## config.mk

```make
export PLATFORM = sky130hd
export DESIGN_NAME = host_flow_wake_interface
export DESIGN_NICKNAME = d
export VERILOG_FILES = /design/src/host_if_pkg.sv /design/src/serial_char_tx.sv /design/src/host_flow_wake_interface.sv
export VERILOG_INCLUDE_DIRS = /design/src
export SDC_FILE = /design/constraint.sdc
export NUM_CORES = 1
export LEC_CHECK = 0
export ABC_AREA = 1
export CAP_MARGIN = 20
export CORE_ASPECT_RATIO = 1.1
export CORE_MARGIN = 1
export CORE_UTILIZATION = 45
export CTS_BUF_LIST = sky130_fd_sc_hd__clkbuf_16
export DETAILED_ROUTE_END_ITERATION = 8
export DONT_BUFFER_PORTS = 1
export PLACE_DENSITY = 0.67
export SETUP_SLACK_MARGIN = 0.15
export SYNTH_ARGS = -nofsm -noshare
export SYNTH_HDL_FRONTEND = slang
export SYNTH_SLANG_ARGS = --single-unit
```

## constraint.sdc

```tcl
create_clock -name ref_clk -period 4.6 [get_ports ref_clk]
set_input_delay 1.38 -clock ref_clk [delete_from_list [all_inputs] [get_ports ref_clk]]
set_output_delay 1.38 -clock ref_clk [all_outputs]
set_load 0.01 [all_outputs]
```

## src/host_if_cfg.svh

```systemverilog
`ifndef HOST_IF_CFG_SVH
`define HOST_IF_CFG_SVH

`define CLK_HZ 125000000
`define DATA_BAUD 9600
`define DATA_W 8
`define PWM_W 16
`define IO_N 4
`define TMO_W 24
`define BAUD_W 16
`define FRAME_BITS 4'h9
`define LINE_IDLE 1'h1

`endif

```

## src/host_if_pkg.sv

```systemverilog
`default_nettype none
`include "host_if_cfg.svh"

package host_if_pkg;

    typedef enum logic [0:0] {TX_IDLE, TX_SHIFT} tx_state_t;
    typedef enum logic [0:0] {PWR_ASLEEP, PWR_AWAKE} pwr_state_t;

    typedef struct packed {
        tx_state_t st;
        logic [`DATA_W:0] sh;
        logic [3:0] n;
        logic txd;
        logic accept;
        logic busy;
    } tx_regs_t;

    typedef struct packed {
        logic rts_s1;
        logic rts_s2;
        logic wake_s1;
        logic wake_s2;
        logic rxd_s1;
        logic rxd_s2;
        logic sclk_s1;
        logic sclk_s2;
        logic mosi_s1;
        logic mosi_s2;
        logic miso_s1;
        logic miso_s2;
        logic ss_s1;
        logic ss_s2;
        logic [`IO_N-1:0] io_s1;
        logic [`IO_N-1:0] io_s2;
        logic [`BAUD_W-1:0] baud_cnt;
        logic baud_tick;
        pwr_state_t pwr;
        logic [`TMO_W-1:0] tmo_cnt;
        logic awake;
        logic ready_n;
        logic [`PWM_W-1:0] pwm_cnt;
        logic pwm_out;
        logic miso_o;
        logic miso_oe;
        logic mosi_o;
        logic mosi_oe;
        logic ss_n_o;
        logic ss_n_oe;
        logic sclk_o;
        logic sclk_oe;
        logic [`IO_N-1:0] io_o;
        logic [`IO_N-1:0] io_oe;
        logic [`IO_N-1:0] io_pu;
    } if_regs_t;

endpackage

`default_nettype wire

```

## src/serial_char_tx.sv

```systemverilog
`default_nettype none
`include "host_if_cfg.svh"

module serial_char_tx (
    input wire logic ref_clk,
    input wire logic rst_n,
    input wire logic baud_tick,
    input wire logic permit,
    input wire logic [`DATA_W-1:0] tx_data,
    input wire logic tx_valid,
    output logic tx_accept,
    output logic txd,
    output logic busy
);
    host_if_pkg::tx_regs_t r_r;
    host_if_pkg::tx_regs_t r_nxt;

    always_comb begin
        r_nxt = r_r;
        r_nxt.accept = 1'h0;
        case (r_r.st)
            host_if_pkg::TX_IDLE: begin
                r_nxt.txd = `LINE_IDLE;
                // permit looked at only here, so a started character always finishes
                if (baud_tick && tx_valid && permit) begin
                    r_nxt.txd = 1'h0;
                    r_nxt.sh = {`LINE_IDLE, tx_data};
                    r_nxt.n = `FRAME_BITS;
                    r_nxt.st = host_if_pkg::TX_SHIFT;
                    r_nxt.accept = 1'h1;
                    r_nxt.busy = 1'h1;
                end
            end
            host_if_pkg::TX_SHIFT: begin
                if (baud_tick) begin
                    if (r_r.n == 4'h0) begin
                        r_nxt.st = host_if_pkg::TX_IDLE;
                        r_nxt.busy = 1'h0;
                    end else begin
                        r_nxt.txd = r_r.sh[0];
                        r_nxt.sh = {1'h0, r_r.sh[`DATA_W:1]};
                        r_nxt.n = r_r.n - 4'h1;
                    end
                end
            end
            default: begin
                r_nxt.st = host_if_pkg::TX_IDLE;
                r_nxt.txd = `LINE_IDLE;
                r_nxt.busy = 1'h0;
            end
        endcase
    end

    always_ff @(posedge ref_clk) begin
        if (!rst_n) begin
            r_r <= '0;
            r_r.txd <= `LINE_IDLE;
        end else begin
            r_r <= r_nxt;
        end
    end

    assign tx_accept = r_r.accept;
    assign txd = r_r.txd;
    assign busy = r_r.busy;
endmodule

`default_nettype wire

```

## src/host_flow_wake_interface.sv

```systemverilog
// Function
// ready output low only when room exists
// host stops sending while ready high
// host holds permit low to receive
// stop serial output while permit high
// wake input high wakes from sleep
// awake output rises on leaving sleep
// low reset input holds device reset
// miso input as master, output slave
// mosi output as master, input slave
// active-low select: master drives, slave samples
// spi clock output master, input slave
// pull-up on io line when input
// pwm output has sixteen-bit resolution
// awake output stays high while awake
// timeout timer held during activity conditions
// check permit before each character, finish current
`default_nettype none
`include "host_if_cfg.svh"

module host_flow_wake_interface #(
    parameter int BAUD_DIV = `CLK_HZ / `DATA_BAUD
) (
    input wire logic ref_clk,
    input wire logic rst_n,
    input wire logic [`DATA_W-1:0] tx_data,
    input wire logic tx_valid,
    output logic tx_accept,
    output logic radio_txd,
    input wire logic permit_n,
    input wire logic radio_rxd,
    output logic rx_line,
    input wire logic rx_space,
    output logic host_ready_n,
    input wire logic wake_in,
    input wire logic autoreport_fire,
    input wire logic rf_busy,
    input wire logic commissioned,
    input wire logic [`TMO_W-1:0] wake_timeout,
    output logic awake_out,
    input wire logic spi_master,
    input wire logic m_sclk,
    input wire logic m_mosi,
    input wire logic m_ss_n,
    input wire logic s_miso,
    input wire logic miso_i,
    output logic miso_o,
    output logic miso_oe,
    input wire logic mosi_i,
    output logic mosi_o,
    output logic mosi_oe,
    input wire logic ss_n_i,
    output logic ss_n_o,
    output logic ss_n_oe,
    input wire logic sclk_i,
    output logic sclk_o,
    output logic sclk_oe,
    output logic spi_sclk_in,
    output logic spi_mosi_in,
    output logic spi_miso_in,
    output logic spi_ss_n_in,
    input wire logic [`IO_N-1:0] io_dir,
    input wire logic [`IO_N-1:0] io_out,
    input wire logic [`IO_N-1:0] config_io_line_in,
    output logic [`IO_N-1:0] config_io_line_out,
    output logic [`IO_N-1:0] config_io_line_oe,
    output logic [`IO_N-1:0] config_io_line_pullup,
    output logic [`IO_N-1:0] io_val,
    input wire logic [`PWM_W-1:0] pwm_duty,
    output logic pulse_width_out_zero
);
    host_if_pkg::if_regs_t r_r;
    host_if_pkg::if_regs_t r_nxt;
    logic timer_hold;
    logic tx_busy;

    // start bit on the data input counts as serial data arriving
    assign timer_hold = r_r.wake_s2 || !r_r.rxd_s2 || rf_busy || !commissioned;

    always_comb begin
        r_nxt = r_r;
        r_nxt.rts_s1 = permit_n;
        r_nxt.rts_s2 = r_r.rts_s1;
        r_nxt.wake_s1 = wake_in;
        r_nxt.wake_s2 = r_r.wake_s1;
        r_nxt.rxd_s1 = radio_rxd;
        r_nxt.rxd_s2 = r_r.rxd_s1;
        r_nxt.sclk_s1 = sclk_i;
        r_nxt.sclk_s2 = r_r.sclk_s1;
        r_nxt.mosi_s1 = mosi_i;
        r_nxt.mosi_s2 = r_r.mosi_s1;
        r_nxt.miso_s1 = miso_i;
        r_nxt.miso_s2 = r_r.miso_s1;
        r_nxt.ss_s1 = ss_n_i;
        r_nxt.ss_s2 = r_r.ss_s1;
        r_nxt.io_s1 = config_io_line_in;
        r_nxt.io_s2 = r_r.io_s1;

        r_nxt.baud_tick = 1'h0;
        if (r_r.baud_cnt == `BAUD_W'(BAUD_DIV - 1)) begin
            r_nxt.baud_cnt = '0;
            r_nxt.baud_tick = 1'h1;
        end else begin
            r_nxt.baud_cnt = r_r.baud_cnt + `BAUD_W'(1);
        end

        // host must stop once this goes high; no buffer beyond rx_space
        r_nxt.ready_n = !rx_space;

        case (r_r.pwr)
            host_if_pkg::PWR_ASLEEP: begin
                if (r_r.wake_s2 || autoreport_fire) begin
                    r_nxt.pwr = host_if_pkg::PWR_AWAKE;
                    r_nxt.tmo_cnt = '0;
                end
            end
            host_if_pkg::PWR_AWAKE: begin
                if (timer_hold) begin
                    r_nxt.tmo_cnt = '0;
                end else if (r_r.tmo_cnt >= wake_timeout) begin
                    r_nxt.pwr = host_if_pkg::PWR_ASLEEP;
                end else begin
                    r_nxt.tmo_cnt = r_r.tmo_cnt + `TMO_W'(1);
                end
            end
            default: begin
                r_nxt.pwr = host_if_pkg::PWR_ASLEEP;
            end
        endcase
        r_nxt.awake = (r_nxt.pwr == host_if_pkg::PWR_AWAKE);

        // full 16-bit counter gives 65536 duty steps
        r_nxt.pwm_cnt = r_r.pwm_cnt + `PWM_W'(1);
        r_nxt.pwm_out = (r_r.pwm_cnt < pwm_duty);

        r_nxt.miso_oe = !spi_master;
        r_nxt.miso_o = s_miso;
        r_nxt.mosi_oe = spi_master;
        r_nxt.mosi_o = m_mosi;
        r_nxt.ss_n_oe = spi_master;
        r_nxt.ss_n_o = m_ss_n;
        r_nxt.sclk_oe = spi_master;
        r_nxt.sclk_o = m_sclk;

        r_nxt.io_oe = io_dir;
        r_nxt.io_o = io_out;
        r_nxt.io_pu = ~io_dir;
    end

    // reset pin is the block reset; everything parks while it is low
    always_ff @(posedge ref_clk) begin
        if (!rst_n) begin
            r_r <= '0;
            r_r.rts_s1 <= 1'h1;
            r_r.rts_s2 <= 1'h1;
            r_r.rxd_s1 <= `LINE_IDLE;
            r_r.rxd_s2 <= `LINE_IDLE;
            r_r.ss_s1 <= 1'h1;
            r_r.ss_s2 <= 1'h1;
            r_r.ready_n <= 1'h1;
            r_r.ss_n_o <= 1'h1;
            r_r.io_pu <= '1;
        end else begin
            r_r <= r_nxt;
        end
    end

    serial_char_tx u_tx (
        .ref_clk(ref_clk),
        .rst_n(rst_n),
        .baud_tick(r_r.baud_tick),
        .permit(!r_r.rts_s2),
        .tx_data(tx_data),
        .tx_valid(tx_valid),
        .tx_accept(tx_accept),
        .txd(radio_txd),
        .busy(tx_busy)
    );

    assign rx_line = r_r.rxd_s2;
    assign host_ready_n = r_r.ready_n;
    assign awake_out = r_r.awake;
    assign miso_o = r_r.miso_o;
    assign miso_oe = r_r.miso_oe;
    assign mosi_o = r_r.mosi_o;
    assign mosi_oe = r_r.mosi_oe;
    assign ss_n_o = r_r.ss_n_o;
    assign ss_n_oe = r_r.ss_n_oe;
    assign sclk_o = r_r.sclk_o;
    assign sclk_oe = r_r.sclk_oe;
    assign spi_sclk_in = r_r.sclk_s2;
    assign spi_mosi_in = r_r.mosi_s2;
    assign spi_miso_in = r_r.miso_s2;
    assign spi_ss_n_in = r_r.ss_s2;
    assign config_io_line_out = r_r.io_o;
    assign config_io_line_oe = r_r.io_oe;
    assign config_io_line_pullup = r_r.io_pu;
    assign io_val = r_r.io_s2;
    assign pulse_width_out_zero = r_r.pwm_out;
endmodule

`default_nettype wire

```

==> results of run 1 <==
-- power groups by stage --
stage	combinational, mW	clock [mW]	sequential (mW)
2_1_floorplan	0.109	0	1.07
3_5_place_dp	0.104	0	1.08
5_1_grt	0.123	1.36	1.06
3_3_place_gp	0.101	0	1.08
4_1_cts	0.105	1.30	1.06
6_report	0.103	1.28	1.06
-- cells in the final DEF (no fill, tap or decap), drive strengths merged --
master    count
and3          1
a211oi        1
bufinv        3
clkbuf       17
nand4        15
clkinvlp      3
clkinv        9
nand3        53
dfxtp       116
inv         140
nor3         15
nor4          1
o211ai        1
a21oi        58
a31oi        11
xnor2         3
o31ai         1
o21ai        33
ha           44
nand2       195
or2          14
buf           1
nor2         99
nand3b        5
a21o          2
o21bai        1
xor2         13
-- how the worst max path moves through the flow --
| stage | startpoint | end | slack (ns) | cells past startpoint |
|---|---|---|---|---|
| after floorplan | wake_timeout[15] | r_r[51] | 1.78 | 11 |
| after global placement | wake_timeout[23] | r_r[60] | 1.40 | 15 |
| after detailed placement | wake_timeout[23] | r_r[47] | 1.42 | 14 |
| after CTS | wake_timeout[7] | r_r[47] | 1.82 | 11 |
| after global routing | wake_timeout[7] | r_r[40] | 1.61 | 11 |
| final | wake_timeout[7] | r_r[40] | 1.80 | 11 |
-- sequential cells by signal, indices dropped and copies added (netlist names), 4 cells and up --
signal / cells
u_tx.r_r: 14
config_io_line_out: 4
config_io_line_pullup: 4
r_nxt: 11
r_r: 59
config_io_line_oe: 4
io_val: 4
-- cell usage after synthesis (all sizes together) --
cell    number
nand2      195
inv        139
dfxtp      116
nor2        99
a21oi       58
nand3       53
ha          44
o21ai       33
buf         23
nand4       15
nor3        15
clkbuf      14
or2         14
xor2        13
a31oi       11
nand3b       5
xnor2        3
a21o         2
clkinv       2
a211oi       1
and3         1
nor4         1
o211ai       1
o21bai       1
o31ai        1
-- area by class of cell --
| type | count | share of cell area, % |
|---|---|---|
| Timing Repair Buffer | 1 | 0.114 |
| Tap cell | 161 | 3.05 |
| Multi-Input combinational cell | 566 | 45.1 |
| Clock buffer | 17 | 6.43 |
| Clock inverter | 14 | 2.19 |
| Sequential cell | 116 | 35.1 |
| Inverter | 141 | 8.04 |
-- worst max-delay path, cell delays in order --
cell	delay, ns
inv_1	0.02
ha_1	0.29
a21oi_1	0.27
nand2_1	0.10
nor2_1	0.10
nand3_1	0.09
nand2_1	0.10
nand2_2	0.08
nor2_1	0.43
nand2_1	0.10
a21oi_1	0.17
-- layer usage --
| metal | up-vias | share of wire (%) | wire, µm |
|---|---|---|---|
| li1 | 2685 | - | - |
| met1 | 2199 | 45 | 5630 |
| met2 | 111 | 49 | 6190 |
| met3 | 11 | 4.9 | 614 |
| met4 | 0 | 1.2 | 152 |
| met5 | - | 0 | 0 |
-- per-stage QoR --
step           cell area, µm²  util, %  worst slack (ns)
3_5_place_dp             6040     45.9              1.42
4_1_cts                  6610     50.3              1.82
3_3_place_gp             6040     45.9              1.40
6_report                 6610     50.3              1.80
5_1_grt                  6610     50.3              1.61
2_1_floorplan            6070        -              1.78
-- kinds of logic after synthesis --
kind of cell / after synthesis / synth area share, %
fa+ha+maj: 44 / 9.08
compound gates: 108 / 9.45
simple gates: 398 / 28.3
xor+xnor: 16 / 2.31
flops: 116 / 38.3
buf+inv: 178 / 12.6
==> metrics.md, run 1 <==
| Metric | Value |
|---|---|
| Final hold slack | `a little over 0.4 ns` |
| Worst Path Arrival | `between 3 and 4 ns` |
| Part of the power in combinational logic | `~4.2%` |
| Post-route ant nets | `0` |
| Leak pwr | `3.12 nW` |
| TNS Setup | `0 ns` |
| WP data required | `a little under 5 ns` |
| Register-to-Register Setup Slack | `roughly 2.3 ns` |
| Root Buffer Master | `clkbuf_16` |
| Vias per inst | `between 4 and 5` |
| GRT Overall Usage | `about a fifth` |
| Maximum resistive drop on vdd | `0.250 mV` |
| Final std cells w/o fill | `roughly 1000` |
| Avg WL per Cell | `12.4 µm` |
| Layout cells sized above 1 | `roughly 6.1%` |
| Worst slew margin | `between 60% and 70%` |
| Synth Area per Inst | `7.05 µm²` |
| Core area | `~0.013 mm²` |
| Final Wtd Congestion | `between 0.9 and 1` |
| Fillers | `1301` |
| Largest net degree at the start of global routing | `between 60 and 70` |
| Mapped Area | `between 0.006 and 0.007 mm²` |
| Internal power | `about 1.9 mW` |
| P&R area growth vs syn | `9.03%` |
| Reg2Reg Capture Point | `r_r[40]` |
| P_sw | `around 0.54 mW` |
| Pre-antenna DRT Iters | `6` |
| Dpl hpwl | `9.21 mm` |
| Power per Cell Area | `between 300 and 400 mW/mm²` |
| Syn Inst Count | `860` |
| Outcome | `finished, final reports clean` |
| Setup bufs post-CTS | `0` |
| FMAX | `around 360 MHz` |
| Area share of the largest cell type after synthesis | `38.3%` |
| Final hold vios | `0` |
| Die width | `around 110 µm` |
| Die Span Y | `124 µm` |
| GR met2 Demand/Resource | `around a third` |
| Crit path time final | `2.80 ns` |
| Multi-input logic area | `between 0.002 and 0.003 mm²` |
| Nets | `966` |
| Final clock skew | `between 0.007 and 0.008 ns` |
| Met1 usage | `between 20% and 30%` |
| CP Class | `in2reg` |
| Clock tree buffer depth | `2` |
| Cell row count | `44` |
| H-tree depth | `4` |
| Sequential area share after synthesis | `38.3%` |
| Io pins | `113` |
| Reg2reg start | `r_r[46]` |
| CTS Hold Bufs | `0` |
| Setup violators final | `0` |
| Hold Path Stages | `2` |
| Total power | `between 2 and 2.5 mW` |
| Worst min path class | `reg2reg` |
| CTS tree | `built` |
| Unrepaired setup endpoints after global routing | `false` |
| # DRC | `0` |
| Cts repair resizes | `0` |
| CTS sink cnt | `between 100 and 150` |
| CP Capture Type | `flop` |
| #FFs+latches synth | `around 120` |
| Initial drt markers | `~270` |
| Sequential Area | `roughly 0.0023 mm²` |
| Maxcap violations | `0` |
| First-pass GRT wire length | `between 20 and 25 mm` |
| Top cells by area, synth | `dfxtp_1 (38%), nand2_1 (12%), ha_1 (9.1%), inv_1 (8.4%), nor2_1 (5.9%)` |
| Die area | `about 0.014 mm²` |
| Crit start category | `input port` |
| CP max FO | `7` |
| Part of the power in registers | `approximately 43%` |
| Period utilization | `between 60% and 70%` |
| Least-Margin Pin Slew | `just under 0.6 ns` |
| Clk_lat worst skew | `roughly 0.41 ns` |
| Switch share | `between 20% and 30%` |
| Clk pwr share | `52.4%` |
| Met3 global-route usage | `4.96%` |
| Antenna violations before repair | `0` |
| GRT Max-Usage Layer | `met2` |
| Syn Nets | `roughly 980` |
| Via count | `5006` |
| Overflow after GRT | `0` |
| Fin. max-slew vios | `0` |
| Total wire length | `12.6 mm` |
| ANT cells | `0` |
| Hold Path End | `io_val[0]` |
| I/O Buffers | `0` |
| Initial core utilization | `a little under half` |
| Synth unique cells | `34` |
| Vias in the first global route | `between 4000 and 5000` |
| TritonCTS Buffers | `17` |
| R2r worst-path depth | `10` |
| Worst-path clk slew | `around 0.050 ns` |
| Yosys Warn Count | `0` |
| Hold Path Origin | `r_nxt[81]` |
| Placed cells | `between 900 and 1000` |
| Area leader, netlist | `dfxtp_1` |
No activity file was read; power rests on OpenSTA's default activity.
==> run 2: changes to the inputs <==
Settings changed: PLACE_DENSITY 0.67 to 0.69.
Clock period 4.6 ns to 2.3 ns, I/O delays scaled along.
==> metrics.md, run 2 (synthesis gave the netlist of run 1 again) <==
| Metric | Value |
|---|---|
| Outcome | `finished, final reports clean` |
| Part of the power in combinational logic | `4.5% (+0.3 points)` |
| DP Area | `0.00616 mm² (+1.9%)` |
| CP most frequent cell | `nand2_1` |
| Setup violators final | `0 (unchanged)` |
| Part of the power in registers | `41.9% (-1.5 points)` |
| Leak pwr | `3.22 nW (+3.4%)` |
| Final hold vios | `0 (unchanged)` |
| Max stage delay cell, worst path | `dfxtp_1` |
| TritonCTS Buffers | `17 (unchanged)` |
| Io pins | `113 (unchanged)` |
| Post-layout util | `51.5% (+1.3 points)` |
| CTS Hold Bufs | `0 (unchanged)` |
| Worst Path Arrival | `2.25 ns (-0.88 ns)` |
| CP max FO | `14 (+7)` |
| I/O Buffers | `0 (unchanged)` |
| Clock tree buffer depth | `2 (unchanged)` |
| Post-route ant nets | `0 (unchanged)` |
| Most frequent cells in the layout | `nand2_1 (192), inv_1 (136), dfxtp_1 (114)` |
| Antenna violations before repair | `1 (+1)` |
| Crit start category | `flop` |
| Die Span Y | `124 µm (unchanged)` |
| Max incr delay on CP | `0.36 ns (-0.07 ns)` |
| Final clock skew | `0.00573 ns (-0.00174 ns)` |
| CTS sink cnt | `116 (unchanged)` |
| First-pass GRT wire length | `21.2 mm (+1.6%)` |
| Root Buffer Master | `clkbuf_16` |
| H-tree depth | `4 (unchanged)` |
| Commonest non-fill, non-tap cell in the layout | `nand2_1` |
| Avg WL per Cell | `12.2 µm (-1.6%)` |
| Cell row count | `44 (unchanged)` |
| Final std cells w/o fill | `1033 (+1.7%)` |
| Unrepaired setup endpoints after global routing | `false` |
| Switch share | `21.5% (-0.49 points)` |
| Least-Margin Pin Slew | `0.508 ns (-0.0848 ns)` |
| Max reg flops | `59 (unchanged)` |
| Power per Cell Area | `743 mW/mm² (+100%)` |
| Initial core utilization | `46.1% (unchanged)` |
| Fillers | `1316 (+1.2%)` |
| CP Capture Type | `flop` |
| Crit-path leading delay family | `simple AND/OR/NAND/NOR gates` |
| Largest net degree at the start of global routing | `63 (unchanged)` |
| Period utilization | `between 80% and 90%` |
| Worst min path class | `in2reg` |
| WP data required | `2.59 ns (-2.34 ns)` |
| Die area | `0.0139 mm² (unchanged)` |
| Total wire length | `12.6 mm (about the same)` |
| Placed cells | `1000 (+1.5%)` |
| Layout cells sized above 1 | `8.73% (+2.6 points)` |
| P_sw | `1.08 mW (+100%)` |
| Internal power | `3.95 mW (+110%)` |
| Crit path time final | `1.96 ns` |
| Vias per inst | `4.91 (-0.39%)` |
| Maximum resistive drop on vdd | `0.466 mV (+86%)` |
| Final Wtd Congestion | `0.877 (-2.6%)` |
| Via count | `5070 (+1.3%)` |
| # DRC | `0 (unchanged)` |
| Nets | `981 (+1.6%)` |
| FMAX | `roughly 500 MHz` |
| Cells along the critical path | `ha_1 > nand2_1 > nor2_2 > nand2_1 > nor2_2 > nand2_1 > nor2_1 > nand2_1 > nand2_2 > nand2_4 > buf_4 > a21oi_1 > nor2_1` |
| Core area | `0.0132 mm² (unchanged)` |
| P&R area growth vs syn | `11.8%` |
| Largest reg by FF count | `r_r` |
| Pre-antenna DRT Iters | `6 (unchanged)` |
| Final instance area | `0.00678 mm² (+2.5%)` |
| Die width | `113 µm (unchanged)` |
| Worst slew margin | `66.1% (+5.7 points)` |
| CTS tree | `built` |
| Overflow after GRT | `0 (unchanged)` |
| Initial drt markers | `218 (-20%)` |
| Clk_lat worst skew | `0.40 ns (about the same)` |
| Final hold slack | `0.353 ns (-0.0565 ns)` |
| GRT Overall Usage | `19.2% (+0.22 points)` |
| Clk pwr share | `53.6% (+1.2 points)` |
| CP Class | `reg2reg` |
| Fin. max-slew vios | `0 (unchanged)` |
| Worst path bufs/invs | `1 (unchanged)` |
| Dpl hpwl | `9.36 mm (+1.6%)` |
| Worst-path clk slew | `0.05 ns (about the same)` |
| Vias in the first global route | `4756 (+3.1%)` |
| Maxcap violations | `0 (unchanged)` |
==> run 2: cell types whose count changed in the layout (fill, tap and decap cells not counted), moves of 2 or more <==
cell      change
buf_4        +15
clkinv_1      -5
clkinv_2      +3
clkinv_4      +3
dfxtp_1       -2
dfxtp_2       +2
==> run 2: worst paths after layout <==
| kind | from | endpoint | slack [ns] | cells past startpoint |
|---|---|---|---|---|
| worst max-delay path | r_r[61] | r_r[44] | 0.34 | 13 |
| worst min-delay path | rx_space | host_ready_n | 0.35 | 1 |
| worst max register to register | r_r[61] | r_r[44] | 0.34 | 13 |
| worst min register to register | r_nxt[93] | spi_mosi_in | 0.41 | 2 |
==> run 2: power groups by stage <==
stage / clock (mW) / combinational (mW) / sequential [mW]
6_report: 2.70 / 0.225 / 2.11
5_1_grt: 2.87 / 0.267 / 2.12
4_1_cts: 2.77 / 0.228 / 2.11
3_5_place_dp: 0 / 0.227 / 2.15
3_3_place_gp: 0 / 0.222 / 2.15
2_1_floorplan: 0 / 0.218 / 2.14
==> run 2: final cells by class <==
class / count / area, µm² / area share (%)
antenna: 1 / 2.50 / 0.0369
clock buffer: 17 / 425 / 6.27
clock inverter: 15 / 190 / 2.80
inverter: 141 / 532 / 7.84
multi-input combinational: 566 / 2980 / 44.0
sequential: 116 / 2320 / 34.3
tap: 161 / 201 / 2.97
timing repair buffer: 16 / 120 / 1.77
==> run 2: what timing repair did <==
| action | in CTS | in global routing |
|---|---|---|
| hold endpoints to repair | 0 | 0 |
| setup buffers | 0 | 0 |
| setup endpoints to repair | 0 | 11 |
| gates resized for setup | 0 | 3 |
==> run 2: metal layers <==
metal  global-route usage [%]  vias up  part of all wire [%]
met5                        0        -                     0
met4                     8.17        0                   2.1
met3                     5.21       20                   4.7
met2                     33.3       95                    48
met1                     22.5     2243                    45
li1                         -     2712                     -
==> run 2: per-stage QoR <==
| stage | TNS, ns | worst slack [ns] | power, mW |
|---|---|---|---|
| final | 0 | 0.336 | 5.04 |
| after global routing | 0 | 0.156 | 5.25 |
| after detailed placement | -0.0137 | -0.0107 | 2.38 |
| after floorplan | 0 | 0.173 | 2.35 |
| after CTS | 0 | 0.337 | 5.11 |
| after global placement | 0 | 0.0178 | 2.37 |
